===== config.mk =====
export PLATFORM = sky130hd
export DESIGN_NAME = dvp_regs
export DESIGN_NICKNAME = d
export VERILOG_FILES = /design/src/design/dvp_att_ramp.v /design/src/design/dvp_pull_decode.v /design/src/design/dvp_regs.v
export VERILOG_INCLUDE_DIRS = /design/src /design/src/design
export SDC_FILE = /design/constraint.sdc
export NUM_CORES = 1
export LEC_CHECK = 0
export BUFFER_PORTS_ARGS = -buffer_cell sky130_fd_sc_hd__buf_2
export CORE_MARGIN = 2
export CORE_UTILIZATION = 50
export DETAILED_ROUTE_END_ITERATION = 16
export PLACE_DENSITY = 0.77
export SLEW_MARGIN = 5
export SYNTH_ARGS = -nofsm -noshare
export SYNTH_HDL_FRONTEND = slang
export SYNTH_SLANG_ARGS = --single-unit
export TNS_END_PERCENT = 20

===== constraint.sdc =====
create_clock -name ref_clk_in -period 2.8 [get_ports ref_clk_in]
set_input_delay 0.42 -clock ref_clk_in [delete_from_list [all_inputs] [get_ports ref_clk_in]]
set_output_delay 0.42 -clock ref_clk_in [all_outputs]
set_load 0.01 [all_outputs]

===== src/design/dvp_defines.vh =====
/*
 * register map, field positions, reset values and encodings of the playback
 * attenuation and pad configuration register bank.
 * assumes the including file adds no prefix of its own to these names.
 */
// Notes on behaviour
// RL1: the left playback code attenuates by 0.375 dB per count, 0x00 is 0 dB and 0xff is -95.625 dB.
// RL2: the right playback code is separate from the left and uses the same 0.375 dB per count scale.
// RL3: after a write the applied attenuation moves one step per audio frame toward the new code, never jumping.
// RL4: a pull field of 00 selects pull-up, 10 no pull, 11 pull-down, and 01 is reserved.
// RL5: serial pad pull fields sit at record out [7:6], playback in [5:4], frame clock [3:2], bit clock [1:0].
// RL6: control pad pull fields sit at data in [7:6], latch [5:4], clock [3:2], data out [1:0].
// RL7: each drive bit selects low drive at 0 and high drive at 1, and goes to its pad.
// RL8: serial drive bits sit at record out 3, playback in 2, frame clock 1, bit clock 0, with [7:4] reserved.
// RL9: reset loads every field with its default column value, control latch pull resetting to pull-up.
`ifndef DVP_DEFINES_VH
`define DVP_DEFINES_VH

`define DVP_ADDR_W          16
`define DVP_ADDR_LEFT_ATT   16'h402b
`define DVP_ADDR_RIGHT_ATT  16'h402c
`define DVP_ADDR_SER_PULL   16'h402d
`define DVP_ADDR_SER_DRIVE  16'h402e
`define DVP_ADDR_CTL_PULL   16'h402f
`define DVP_ADDR_ATT_STATUS 16'h40f0

`define DVP_RST_ATT         8'h00
`define DVP_RST_SER_PULL    8'hff
`define DVP_RST_SER_DRIVE   4'h0
`define DVP_RST_CTL_PULL    8'hcf

`define DVP_PULL_UP         2'h0
`define DVP_PULL_RSVD       2'h1
`define DVP_PULL_NONE       2'h2
`define DVP_PULL_DOWN       2'h3

`define DVP_FLD_HI_MSB      7
`define DVP_FLD_HI_LSB      6
`define DVP_FLD_MH_MSB      5
`define DVP_FLD_MH_LSB      4
`define DVP_FLD_ML_MSB      3
`define DVP_FLD_ML_LSB      2
`define DVP_FLD_LO_MSB      1
`define DVP_FLD_LO_LSB      0
`define DVP_DRV_W           4

`endif


===== src/design/dvp_att_ramp.v =====
/*
 * one attenuation slew: holds the applied code and steps it one count
 * toward the target on each audio frame pulse.
 * assumes frame_tick_in is a one-cycle pulse on ref_clk_in.
 */
`timescale 1ns/1ps
module dvp_att_ramp #(
    parameter W = 8
) (
    // clock and reset
    input  wire         ref_clk_in,
    input  wire         rst_b_in,
    // control
    input  wire         frame_tick_in,
    input  wire [W-1:0] target_in,
    // state
    output reg  [W-1:0] applied_out,
    output wire         busy_out
);

    assign busy_out = (applied_out != target_in);

    always @(posedge ref_clk_in or negedge rst_b_in)
    begin
        if (!rst_b_in)
            applied_out <= {W{1'b0}};
        else if (frame_tick_in && busy_out)
        begin
            // one count per frame, so a jump becomes a ramp
            if (applied_out < target_in)
                applied_out <= applied_out + {{(W-1){1'b0}}, 1'b1}; // RL3
            else
                applied_out <= applied_out - {{(W-1){1'b0}}, 1'b1}; // RL3
        end
    end

endmodule


===== src/design/dvp_pull_decode.v =====
/*
 * decodes N packed 2-bit pad pull fields into pull-up and pull-down enables.
 * assumes the pad treats both enables low as no pull.
 */
`timescale 1ns/1ps
module dvp_pull_decode #(
    parameter N = 4
) (
    // packed fields, field 0 in the low bits
    input  wire [2*N-1:0] sel_in,
    // pad controls
    output wire [N-1:0]   pull_up_out,
    output wire [N-1:0]   pull_dn_out
);

`include "dvp_defines.vh"

    genvar i;
    generate
        for (i = 0; i < N; i = i + 1)
        begin : g_fld
            // reserved code 01 enables nothing, safer than guessing
            assign pull_up_out[i] = (sel_in[2*i+1:2*i] == `DVP_PULL_UP);   // RL4
            assign pull_dn_out[i] = (sel_in[2*i+1:2*i] == `DVP_PULL_DOWN); // RL4
        end
    endgenerate

endmodule


===== src/design/dvp_regs.v =====
/*
 * register bank for playback attenuation and pad configuration, with
 * frame-stepped attenuation slew and decoded pad controls.
 * assumes a plain strobe register port on ref_clk_in and an audio frame
 * pulse generated on the same clock.
 */
`timescale 1ns/1ps
`include "dvp_defines.vh"
module dvp_regs #(
    parameter ATT_W = 8
) (
    // clock and reset
    input  wire                   ref_clk_in,
    input  wire                   rst_b_in,
    // register port
    input  wire [`DVP_ADDR_W-1:0] addr_in,
    input  wire [7:0]             wdata_in,
    input  wire                   wr_in,
    input  wire                   rd_in,
    output reg  [7:0]             rdata_out,
    // audio frame pulse
    input  wire                   frame_tick_in,
    // applied attenuation codes
    output wire [ATT_W-1:0]       left_att_out,
    output wire [ATT_W-1:0]       right_att_out,
    output wire                   att_busy_out,
    // serial pads: 3 record out, 2 playback in, 1 frame clock, 0 bit clock
    output wire [3:0]             ser_pull_up_out,
    output wire [3:0]             ser_pull_dn_out,
    output wire [3:0]             ser_drive_high_out,
    // control pads: 3 data in, 2 latch, 1 clock, 0 data out
    output wire [3:0]             ctl_pull_up_out,
    output wire [3:0]             ctl_pull_dn_out
);

    reg  [ATT_W-1:0]      left_att_q;
    reg  [ATT_W-1:0]      right_att_q;
    reg  [7:0]            ser_pull_q;
    reg  [`DVP_DRV_W-1:0] ser_drive_q;
    reg  [7:0]            ctl_pull_q;
    reg  [7:0]            rdata_d;
    wire                  left_busy;
    wire                  right_busy;

    function hit;
        input [`DVP_ADDR_W-1:0] a;
        input [`DVP_ADDR_W-1:0] ref_a;
        begin
            hit = (a == ref_a);
        end
    endfunction

    // fields kept in register order so field 3 is the high pair
    function [7:0] fields;
        input [7:0] r;
        begin
            fields = {r[`DVP_FLD_HI_MSB:`DVP_FLD_HI_LSB], r[`DVP_FLD_MH_MSB:`DVP_FLD_MH_LSB],
                      r[`DVP_FLD_ML_MSB:`DVP_FLD_ML_LSB], r[`DVP_FLD_LO_MSB:`DVP_FLD_LO_LSB]};
        end
    endfunction

    always @(posedge ref_clk_in or negedge rst_b_in)
    begin
        if (!rst_b_in)
        begin
            left_att_q  <= `DVP_RST_ATT;      // RL9
            right_att_q <= `DVP_RST_ATT;      // RL9
            ser_pull_q  <= `DVP_RST_SER_PULL;  // RL9
            ser_drive_q <= `DVP_RST_SER_DRIVE; // RL9
            ctl_pull_q  <= `DVP_RST_CTL_PULL;  // RL9
        end
        else if (wr_in)
        begin
            if (hit(addr_in, `DVP_ADDR_LEFT_ATT))
                left_att_q <= wdata_in[ATT_W-1:0];  // RL1
            if (hit(addr_in, `DVP_ADDR_RIGHT_ATT))
                right_att_q <= wdata_in[ATT_W-1:0]; // RL2
            if (hit(addr_in, `DVP_ADDR_SER_PULL))
                ser_pull_q <= wdata_in;             // RL5
            if (hit(addr_in, `DVP_ADDR_SER_DRIVE))
                ser_drive_q <= wdata_in[`DVP_DRV_W-1:0]; // RL8
            if (hit(addr_in, `DVP_ADDR_CTL_PULL))
                ctl_pull_q <= wdata_in;             // RL6
        end
    end

    always @*
    begin
        rdata_d = 8'h00;
        if (hit(addr_in, `DVP_ADDR_LEFT_ATT))
            rdata_d = left_att_q;
        else if (hit(addr_in, `DVP_ADDR_RIGHT_ATT))
            rdata_d = right_att_q;
        else if (hit(addr_in, `DVP_ADDR_SER_PULL))
            rdata_d = ser_pull_q;
        else if (hit(addr_in, `DVP_ADDR_SER_DRIVE))
            rdata_d = {4'h0, ser_drive_q}; // RL8
        else if (hit(addr_in, `DVP_ADDR_CTL_PULL))
            rdata_d = ctl_pull_q;
        else if (hit(addr_in, `DVP_ADDR_ATT_STATUS))
            rdata_d = {6'h00, right_busy, left_busy};
    end

    // read data holds only in the cycle after the strobe
    always @(posedge ref_clk_in or negedge rst_b_in)
    begin
        if (!rst_b_in)
            rdata_out <= 8'h00;
        else if (rd_in)
            rdata_out <= rdata_d;
        else
            rdata_out <= 8'h00;
    end

    dvp_att_ramp #(
        .W (ATT_W)
    ) u_left (
        .ref_clk_in    (ref_clk_in),
        .rst_b_in      (rst_b_in),
        .frame_tick_in (frame_tick_in),
        .target_in     (left_att_q),
        .applied_out   (left_att_out),
        .busy_out      (left_busy)
    );

    dvp_att_ramp #(
        .W (ATT_W)
    ) u_right (
        .ref_clk_in    (ref_clk_in),
        .rst_b_in      (rst_b_in),
        .frame_tick_in (frame_tick_in),
        .target_in     (right_att_q),
        .applied_out   (right_att_out),
        .busy_out      (right_busy)
    );

    assign att_busy_out = left_busy | right_busy;

    assign ser_drive_high_out = ser_drive_q; // RL7

    dvp_pull_decode #(
        .N (4)
    ) u_ser_pull (
        .sel_in      (fields(ser_pull_q)),
        .pull_up_out (ser_pull_up_out),
        .pull_dn_out (ser_pull_dn_out)
    );

    dvp_pull_decode #(
        .N (4)
    ) u_ctl_pull (
        .sel_in      (fields(ctl_pull_q)),
        .pull_up_out (ctl_pull_up_out),
        .pull_dn_out (ctl_pull_dn_out)
    );

endmodule


# --- Yosys cells after proc, flatten, opt, wreduce, memory -nomap -nowiden ---
# Cells that the tools add are included.
totals:
  elab_cells: 55
  reg_bits: 60
  out_inout_bits: 45
  in_bits: 29
classes:
  n_eq_ne: 16
  mux: 9
  n_addsub: 4
  n_reduce_logical: 15
  magnitude_cmp: 2
  bitwise_logic: 1
op_table:
  columns: ["op", "n"]
  rows:
  - ["16-bit by 15-bit == test with 1-bit output, second input constant", 6]
  - ["8-bit 2-to-1 mux", 8]
  - ["8-bit by 1-bit adder with 8-bit output, second input constant", 2]
  - ["2-bit == test, second input constant", 8]
  - ["2-bit zero test", 8]
  - ["8-bit < comparator", 2]
  - ["8-bit inequality test", 2]
  - ["8-bit by 1-bit subtractor with 8-bit output, second input constant", 2]
  - ["2-bit AND reduction", 5]
  - ["1-bit logical AND", 2]
  - ["2-bit 2-to-1 mux", 1]
  - ["1-bit OR", 1]

# --- Logic depth before layout (Yosys ltp) ---
# Gate-level depths: netlist (run 1).
logic_depth:
  depth_word: 8
  ltp_mapped: 13
  ltp_nobuf: 13

# --- Cells and area by module ---
# A second synthesis (run 1) with hierarchy kept.
hier_totals:
  hier_cells: 341
  hier_area_um2: 3697.3
modules_own_cells:
  columns: ["module", "cells_each", "seq_area_each_um2", "n_inst", "area_each_um2"]
  rows:
  - ["dvp_regs", 161, 1118.6, 1, 2138.3]
  - ["dvp_att_ramp at u_right", 82, 200.2, 1, 748.2]
  - ["dvp_att_ramp at u_left", 82, 200.2, 1, 730.7]
  - ["dvp_pull_decode", 8, 0.0, 2, 40.0]

# --- Least setup slack after synthesis (run 1) ---
# Ideal clock, no wire load.
synth_timing:
  path_kind: "flip-flop to flip-flop"
  start: "reg u_right.applied_out[1]"
  end: "reg u_right.applied_out[7]"
  path_slack_ns: -0.192
  t_arrival_ns: 2.867
  path_stages_with_launch: 12
  t_required_ns: 2.674
  setup_ns: 0.126
  path_buffers: 0
  period_less_slack_ns: 2.992
  path_cell_list: "dfrtp_1 > ha_1 > nor2b_1 > o211ai_1 > a21oi_1 > or3_1 > ha_1 > or4_1 > o22ai_1 > o31a_1 > o21ai_0 > xnor2_1"
synth_between:
  elab_chain_len: 2
  elab_cells_between_ends: 6
  classes_between: "add/sub (2); order compare (1); eq/ne (1); mux (1); reduce/logical (1)"
synth_lines:
  columns: ["item", "line_no", "source"]
  rows:
  - ["start, declared", "dvp_att_ramp.v:17", "output reg [W-1:0] applied_out,"]
  - ["start signal, assigned", "dvp_att_ramp.v:26", "applied_out <= {W{1'b0}};"]
  - ["start signal, assigned", "dvp_att_ramp.v:31", "applied_out <= applied_out + {{(W-1){1'b0}}, 1'b1};"]
  - ["start signal, assigned", "dvp_att_ramp.v:33", "applied_out <= applied_out - {{(W-1){1'b0}}, 1'b1};"]
  - ["8-bit by 1-bit subtractor with 8-bit output (tied with other cells)", "dvp_att_ramp.v:33", null]
  - ["8-bit 2-to-1 mux or 1-bit logical AND (tied branches)", "dvp_att_ramp.v:30, dvp_att_ramp.v:27", null]
# Several ways; a longest one is shown, not always the timed one.
# A chain may end at the register's enable or synchronous reset.

# --- Final worst setup path (run 1) ---
layout_timing:
  start: "reg right_att_q[1]"
  end: "reg u_right.applied_out[7]"
layout_between:
  elab_chain_len: 2
  elab_cells_between_ends: 4
  classes_between: "order compare (1); eq/ne (1); mux (1); reduce/logical (1)"
layout_lines:
  columns: ["item", "line_no", "source"]
  rows:
  - ["start, declared", "dvp_regs.v:37", "reg [ATT_W-1:0] right_att_q;"]
  - ["start signal, assigned", "dvp_regs.v:67", "right_att_q <= `DVP_RST_ATT;"]
  - ["start signal, assigned", "dvp_regs.v:77", "right_att_q <= wdata_in[ATT_W-1:0];"]
  - ["8-bit < comparator or 8-bit inequality test (tied branches)", "dvp_att_ramp.v:30, dvp_att_ramp.v:21", null]
  - ["8-bit 2-to-1 mux or 1-bit logical AND (tied branches)", "dvp_att_ramp.v:30, dvp_att_ramp.v:27", null]
# Several ways; a longest one is shown, not always the timed one.

==> results.tsv, run 1 <==
metric	value	unit
diodes	0	
layout_common_cells	buf_2, dfrtp_1, buf_4	
synth.distinct_cells	48	
clk_latency	0.34	ns
syn_inst	335	
portBuffers	73	
numCtsBuffers	9	
p_seq_frac	0.224	
worstSetupStartpointType	flop	
grt-ovfl-total	0	
cts_tree	built	
fmax	361	MHz
cts.sinks	60	
die-height	88.9	microns
clockBufferDepth	2	
drc	0	
cp.arrival	2.99	ns
path_max_fanout	7	
rows	30	
seq_area_frac_synth	0.422	
synth_ff_type	dfrtp_1	
io-pin-count	74	
ys_ff_latch	60	
yosysWarningCount	0	
final_util	0.686	
peakVddDrop	0.000981	V
wl	8690	microns
finalWorstPathRequiredPeriod	2.77	ns
drt_iter0_drc	141	
avgSynthCellArea	10.8	sq um
gp_congestion	0.829	
grtUsageTotal	0.227	
final_common_cell	buf_2	
ff2ff_path_depth	12	
hold_class	input pin to asynchronous set/reset pin	
rsz0062_at_grt	yes	
fp.coreArea	6870	sq um
wl_per_cell	15.8	microns
first_pass_iters	4	
min_period_over_period	0.989	
post_dp_cell_area	4380	sq um
dp_hpwl	6520	microns
synth_edf_count	0	
hold_slack	0.105	ns
slew_headroom	0.556	
grt_max_degree	34	
nNetsFinal	508	
fill_cells	502	
antenna_found_initial	0	
vias	3035	
die_x	88.9	microns
power.density	1060	nW/um^2
post-route-cell-area	4710	sq um
area_delta_synth_final	30.8	%
cts-root-buf	clkbuf_8	
setup_viol	0	
synthArstFlopShare	1.00	
final_antenna_net_count	0	
grt_first_pass_wirelength	13800	microns
slew_viol_final	0	
synthesis.nets	394	
start_util	0.525	
drv_cap	0	
htreeDepth	3	
pwr-share-comb	0.644	
hold_violations	0	
dieArea	7900	sq um
clk_pin_slew	0.07	ns
ff2ff_setup_slack	0.03	ns
p_total	5.00	mW
p_clk_frac	0.133	
crit_type	flop to flop	
status	completed	
grt_pass1_vias	3024	
drive_above_1_share	0.469	
worstPathRequired	3.02	ns
crit_path_end_kind	flop	
switching_share	0.403	
syn_area	3600	sq um
finalClockSkew	0.0106	ns
p_int	2.98	mW
p_switching	2.02	mW
ctsHoldBuffers	0	
worst_pin_slew	0.666	ns
p_leak	2.18	nW
routed_via_density	5.52	
-- stage by stage --
step	setup TNS (ns)	instances	setup WS (ns)
2_1_floorplan	0	335	0.00500
3_3_place_gp	-0.00964	531	-0.00964
3_5_place_dp	-0.326	531	-0.115
4_1_cts	-0.00686	549	-0.00686
5_1_grt	-0.448	550	-0.110
6_report	0	550	0.0319
-- area by class of cell --
type                    instances  area, sq um  share of cell area
inverters                      20         75.1              0.0159
clock buffers                   9          124              0.0263
repair buffers                109          648               0.138
multi-input cells             249         2180               0.463
clock inverters                 7         43.8             0.00929
well taps                      96          120              0.0255
flip-flops and latches         60         1520               0.323
-- power groups by stage --
stage	clock (mW)	sequential (mW)	combinational (mW)
2_1_floorplan	0	1.22	1.72
3_3_place_gp	0	1.12	2.62
3_5_place_dp	0	1.12	2.77
4_1_cts	0.671	1.11	2.94
5_1_grt	0.714	1.13	3.56
6_report	0.664	1.12	3.22
-- path summary, 6_finish.rpt --
kind	start	endpoint
worst max-delay path	right_att_q[1]$_DFFE_PN0P_	u_right.applied_out[7]$_DFFE_PN0P_
max in group asynchronous	rst_b_in	ser_pull_q[4]$_DFFE_PN1P_
worst min register to register	u_left.applied_out[7]$_DFFE_PN0P_	u_left.applied_out[7]$_DFFE_PN0P_
worst min-delay path	rst_b_in	u_left.applied_out[6]$_DFFE_PN0P_
worst max register to register	right_att_q[1]$_DFFE_PN0P_	u_right.applied_out[7]$_DFFE_PN0P_
min in group ref_clk_in	wdata_in[7]	ser_pull_q[7]$_DFFE_PN1P_
-- state kept, by name (all words and copies together) (netlist names) --
| name | count |
|---|---|
| ctl_pull_q | 8 |
| u_left.applied_out | 8 |
| rdata_out | 8 |
| ser_drive_high_out | 4 |
| ser_pull_q | 8 |
| right_att_q | 8 |
| left_att_q | 8 |
| u_right.applied_out | 8 |
-- synthesized netlist by cell type, types with 3 or more instances --
| library cell | instances | area, sq um |
|---|---|---|
| dfrtp_1 | 46 | 1150 |
| ha_1 | 28 | 350 |
| nor2_1 | 27 | 101 |
| o21ai_0 | 25 | 125 |
| mux2_2 | 24 | 270 |
| inv_1 | 20 | 75.1 |
| nand2_1 | 19 | 71.3 |
| dfstp_2 | 14 | 368 |
| nand3_1 | 10 | 50.1 |
| a21oi_1 | 9 | 45.0 |
| and2_1 | 8 | 50.1 |
| mux2_4 | 8 | 120 |
| xnor2_1 | 8 | 70.1 |
| a22oi_1 | 6 | 45.0 |
| mux2_1 | 6 | 67.6 |
| a211oi_1 | 5 | 37.5 |
| clkbuf_1 | 5 | 18.8 |
| nand4_1 | 5 | 31.3 |
| nor3_1 | 5 | 25.0 |
| o21a_1 | 5 | 37.5 |
| xor2_1 | 5 | 43.8 |
| a21o_1 | 4 | 30.0 |
| mux2i_1 | 4 | 40.0 |
| nor4_1 | 4 | 25.0 |
| or3_1 | 3 | 18.8 |
-- logic make-up after synthesis --
logic type,after synthesis,share of synthesized area
AO/OA/AOI/OAI,66,0.113
buffers and inverters,26,0.0271
flip-flops,60,0.422
XOR/XNOR,13,0.0316
multiplexers,44,0.151
AND/OR/NAND/NOR,96,0.148
adder cells (fa/ha/maj),30,0.108
-- critical path, cell delays in order (launching register included) --
cell and delay [ns]:
dfrtp_1 0.39, inv_2 0.08, ha_4 0.20, nor2b_4 0.12
o211ai_1 0.18, a21oi_2 0.08, or3_4 0.42, ha_4 0.19
or4_4 0.52, o22ai_2 0.12, o31a_1 0.15, o21ai_1 0.08
xnor2_1 0.13
-- layer usage --
metal,part of all wire,vias up,GRT usage,routed length [microns]
li1,-,1441,-,-
met4,0.024,0,0.0950,206
met5,0,-,0,0
met1,0.41,1492,0.279,3600
met2,0.52,78,0.393,4500
met3,0.044,24,0.0434,383
-- timing repair --
action,in CTS,in global routing
pin swaps,9,5
setup buffers,2,1
gates resized for setup,10,17
setup endpoints to repair,7,9
(Power assumes the default switching activity.)
==> inputs of run 2 (changes only) <==
--- a/config.mk
+++ b/config.mk
@@ -8,9 +8,9 @@
 export LEC_CHECK = 0
 export BUFFER_PORTS_ARGS = -buffer_cell sky130_fd_sc_hd__buf_2
 export CORE_MARGIN = 2
-export CORE_UTILIZATION = 50
+export CORE_UTILIZATION = 60
 export DETAILED_ROUTE_END_ITERATION = 16
-export PLACE_DENSITY = 0.77
+export PLACE_DENSITY = 0.86
 export SLEW_MARGIN = 5
 export SYNTH_ARGS = -nofsm -noshare
 export SYNTH_HDL_FRONTEND = slang
==> constraint.sdc (replaced) <==
create_clock -name ref_clk_in -period 3.2 [get_ports ref_clk_in]
set_input_delay 0.48 -clock ref_clk_in [delete_from_list [all_inputs] [get_ports ref_clk_in]]
set_output_delay 0.48 -clock ref_clk_in [all_outputs]
set_load 0.01 [all_outputs]
==> results.tsv, run 2 (synthesis gave the netlist of run 1 again) <==
metric	value	unit
status	completed	
htreeDepth	3	
nNetsFinal	478	
clk_pin_slew	0.07	ns
finalWorstPathRequiredPeriod	3.05	ns
io-pin-count	74	
path_delay_family	simple AND/OR/NAND/NOR gates	
crit_path_end_kind	flop	
grt_pass1_vias	2641	
drv_cap	0	
first_pass_iters	5	
slowest_stage	or4_1	
dp_hpwl	6030	microns
fmax	327	MHz
area_delta_synth_final	19.2	%
ff2ff_setup_slack	0.15	ns
dp_slack	0.0459	ns
cts-root-buf	clkbuf_8	
layout_common_cells	buf_2, dfrtp_1, ha_1	
antenna_found_initial	0	
peakVddDrop	0.000655	V
start_util	0.616	
worst_pin_slew	0.768	ns
cp.arrival	3.28	ns
worstPathRequired	3.43	ns
drive_above_1_share	0.363	
cpPeakStageDelay	0.53	ns
rows	28	
grtUsageTotal	0.254	
min_period_over_period	0.954	
r2r-end	u_right.applied_out[7]$_DFFE_PN0P_	
gp_congestion	0.921	
path_cells	inv_1 -> ha_1 -> nor2b_1 -> o211ai_1 -> a21oi_1 -> or3_4 -> ha_1 -> or4_1 -> o22ai_2 -> o31a_1 -> o21ai_1 -> xnor2_1	
cts_setup_buffers	0	
portBuffers	73	
cts_tree	built	
cts.sinks	60	
path_max_fanout	7	
vias	2914	
crit_type	flop to flop	
drt_iter0_drc	195	
power.density	858	nW/um^2
p_leak	2.03	nW
ff2ff_path_depth	12	
wl	8110	microns
rr_startpoint	right_att_q[1]$_DFFE_PN0P_	
hold_class	input pin to asynchronous set/reset pin	
grt_max_degree	30	
grt_first_pass_wirelength	12600	microns
numCtsBuffers	9	
worst-path-stages	12	
wl_per_cell	16.3	microns
die-height	81.5	microns
hold_violations	0	
slew_headroom	0.483	
final_common_cell	buf_2	
routed_via_density	5.84	
worstSetupStartpointType	flop	
clk_latency	0.35	ns
dieArea	6640	sq um
setup_viol	0	
finalClockSkew	0.00712	ns
path_buf_inv	1	
cpMostUsedCell	ha_1	
p_total	3.69	mW
fp.coreArea	5850	sq um
diodes	0	
grt-ovfl-total	0	
clockBufferDepth	2	
drc	0	
slew_viol_final	0	
final_antenna_net_count	0	
fin_ws	0.146	ns
die_x	81.5	microns
setup_tns	0	ns
==> run 2: cell count changes in the layout (fill, tap and decap cells not counted), sizes merged <==
cell,previous run,this run
clkinv,5,3
clkinvlp,2,0
bufinv,0,1
buf,109,79
clkbuf,9,12
==> run 2: worst max-delay path by stage <==
stage	startpoint	slack (ns)	end
4_1_cts	right_att_q[1]$_DFFE_PN0P_	0.04	u_right.applied_out[7]$_DFFE_PN0P_
5_1_grt	right_att_q[1]$_DFFE_PN0P_	-0.03	u_right.applied_out[7]$_DFFE_PN0P_
2_1_floorplan	u_right.applied_out[1]$_DFFE_PN0P_	0.21	u_right.applied_out[7]$_DFFE_PN0P_
3_5_place_dp	right_att_q[1]$_DFFE_PN0P_	0.05	u_right.applied_out[7]$_DFFE_PN0P_
3_3_place_gp	right_att_q[1]$_DFFE_PN0P_	0.21	u_right.applied_out[7]$_DFFE_PN0P_
6_report	right_att_q[1]$_DFFE_PN0P_	0.15	u_right.applied_out[7]$_DFFE_PN0P_
==> run 2: area by class of cell <==
class                   instances  area (sq um)
clock buffers                  12           145
fillers                       369          1550
clock inverters                 4          48.8
flip-flops and latches         60          1520
inverters                      20          75.1
multi-input cells             249          2000
repair buffers                 79           410
well taps                      75          93.8
==> run 2: repair_timing <==
item,in CTS,in global routing
hold buffers,0,0
gates resized for setup,0,5
endpoints found under the setup margin,0,4
==> run 2: per-stage QoR <==
| step | cells | hold slack, ns | instance area, sq um | util |
|---|---|---|---|---|
| after floorplan | 335 | 0.184 | 3600 | - |
| after global placement | 483 | 0.497 | 4090 | 0.698 |
| after detailed placement | 483 | 0.505 | 4090 | 0.698 |
| after CTS | 499 | 0.197 | 4280 | 0.731 |
| after global routing | 499 | 0.234 | 4300 | 0.734 |
| final | 499 | 0.180 | 4300 | 0.734 |
==> run 2: layer usage <==
layer / vias to the layer above / GRT usage / part of all wire
met2: 107 / 0.401 / 0.49
met3: 18 / 0.0505 / 0.066
met4: 0 / 0.0983 / 0.023
met1: 1406 / 0.346 / 0.42
met5: - / 0 / 0
li1: 1383 / - / -
==> run 2: power by group <==
| group | switching, mW | internal (mW) |
|---|---|---|
| clock | 0.300 | 0.380 |
| combinational | 1.05 | 0.936 |
| sequential | 0.141 | 0.879 |
| total | 1.49 | 2.20 |
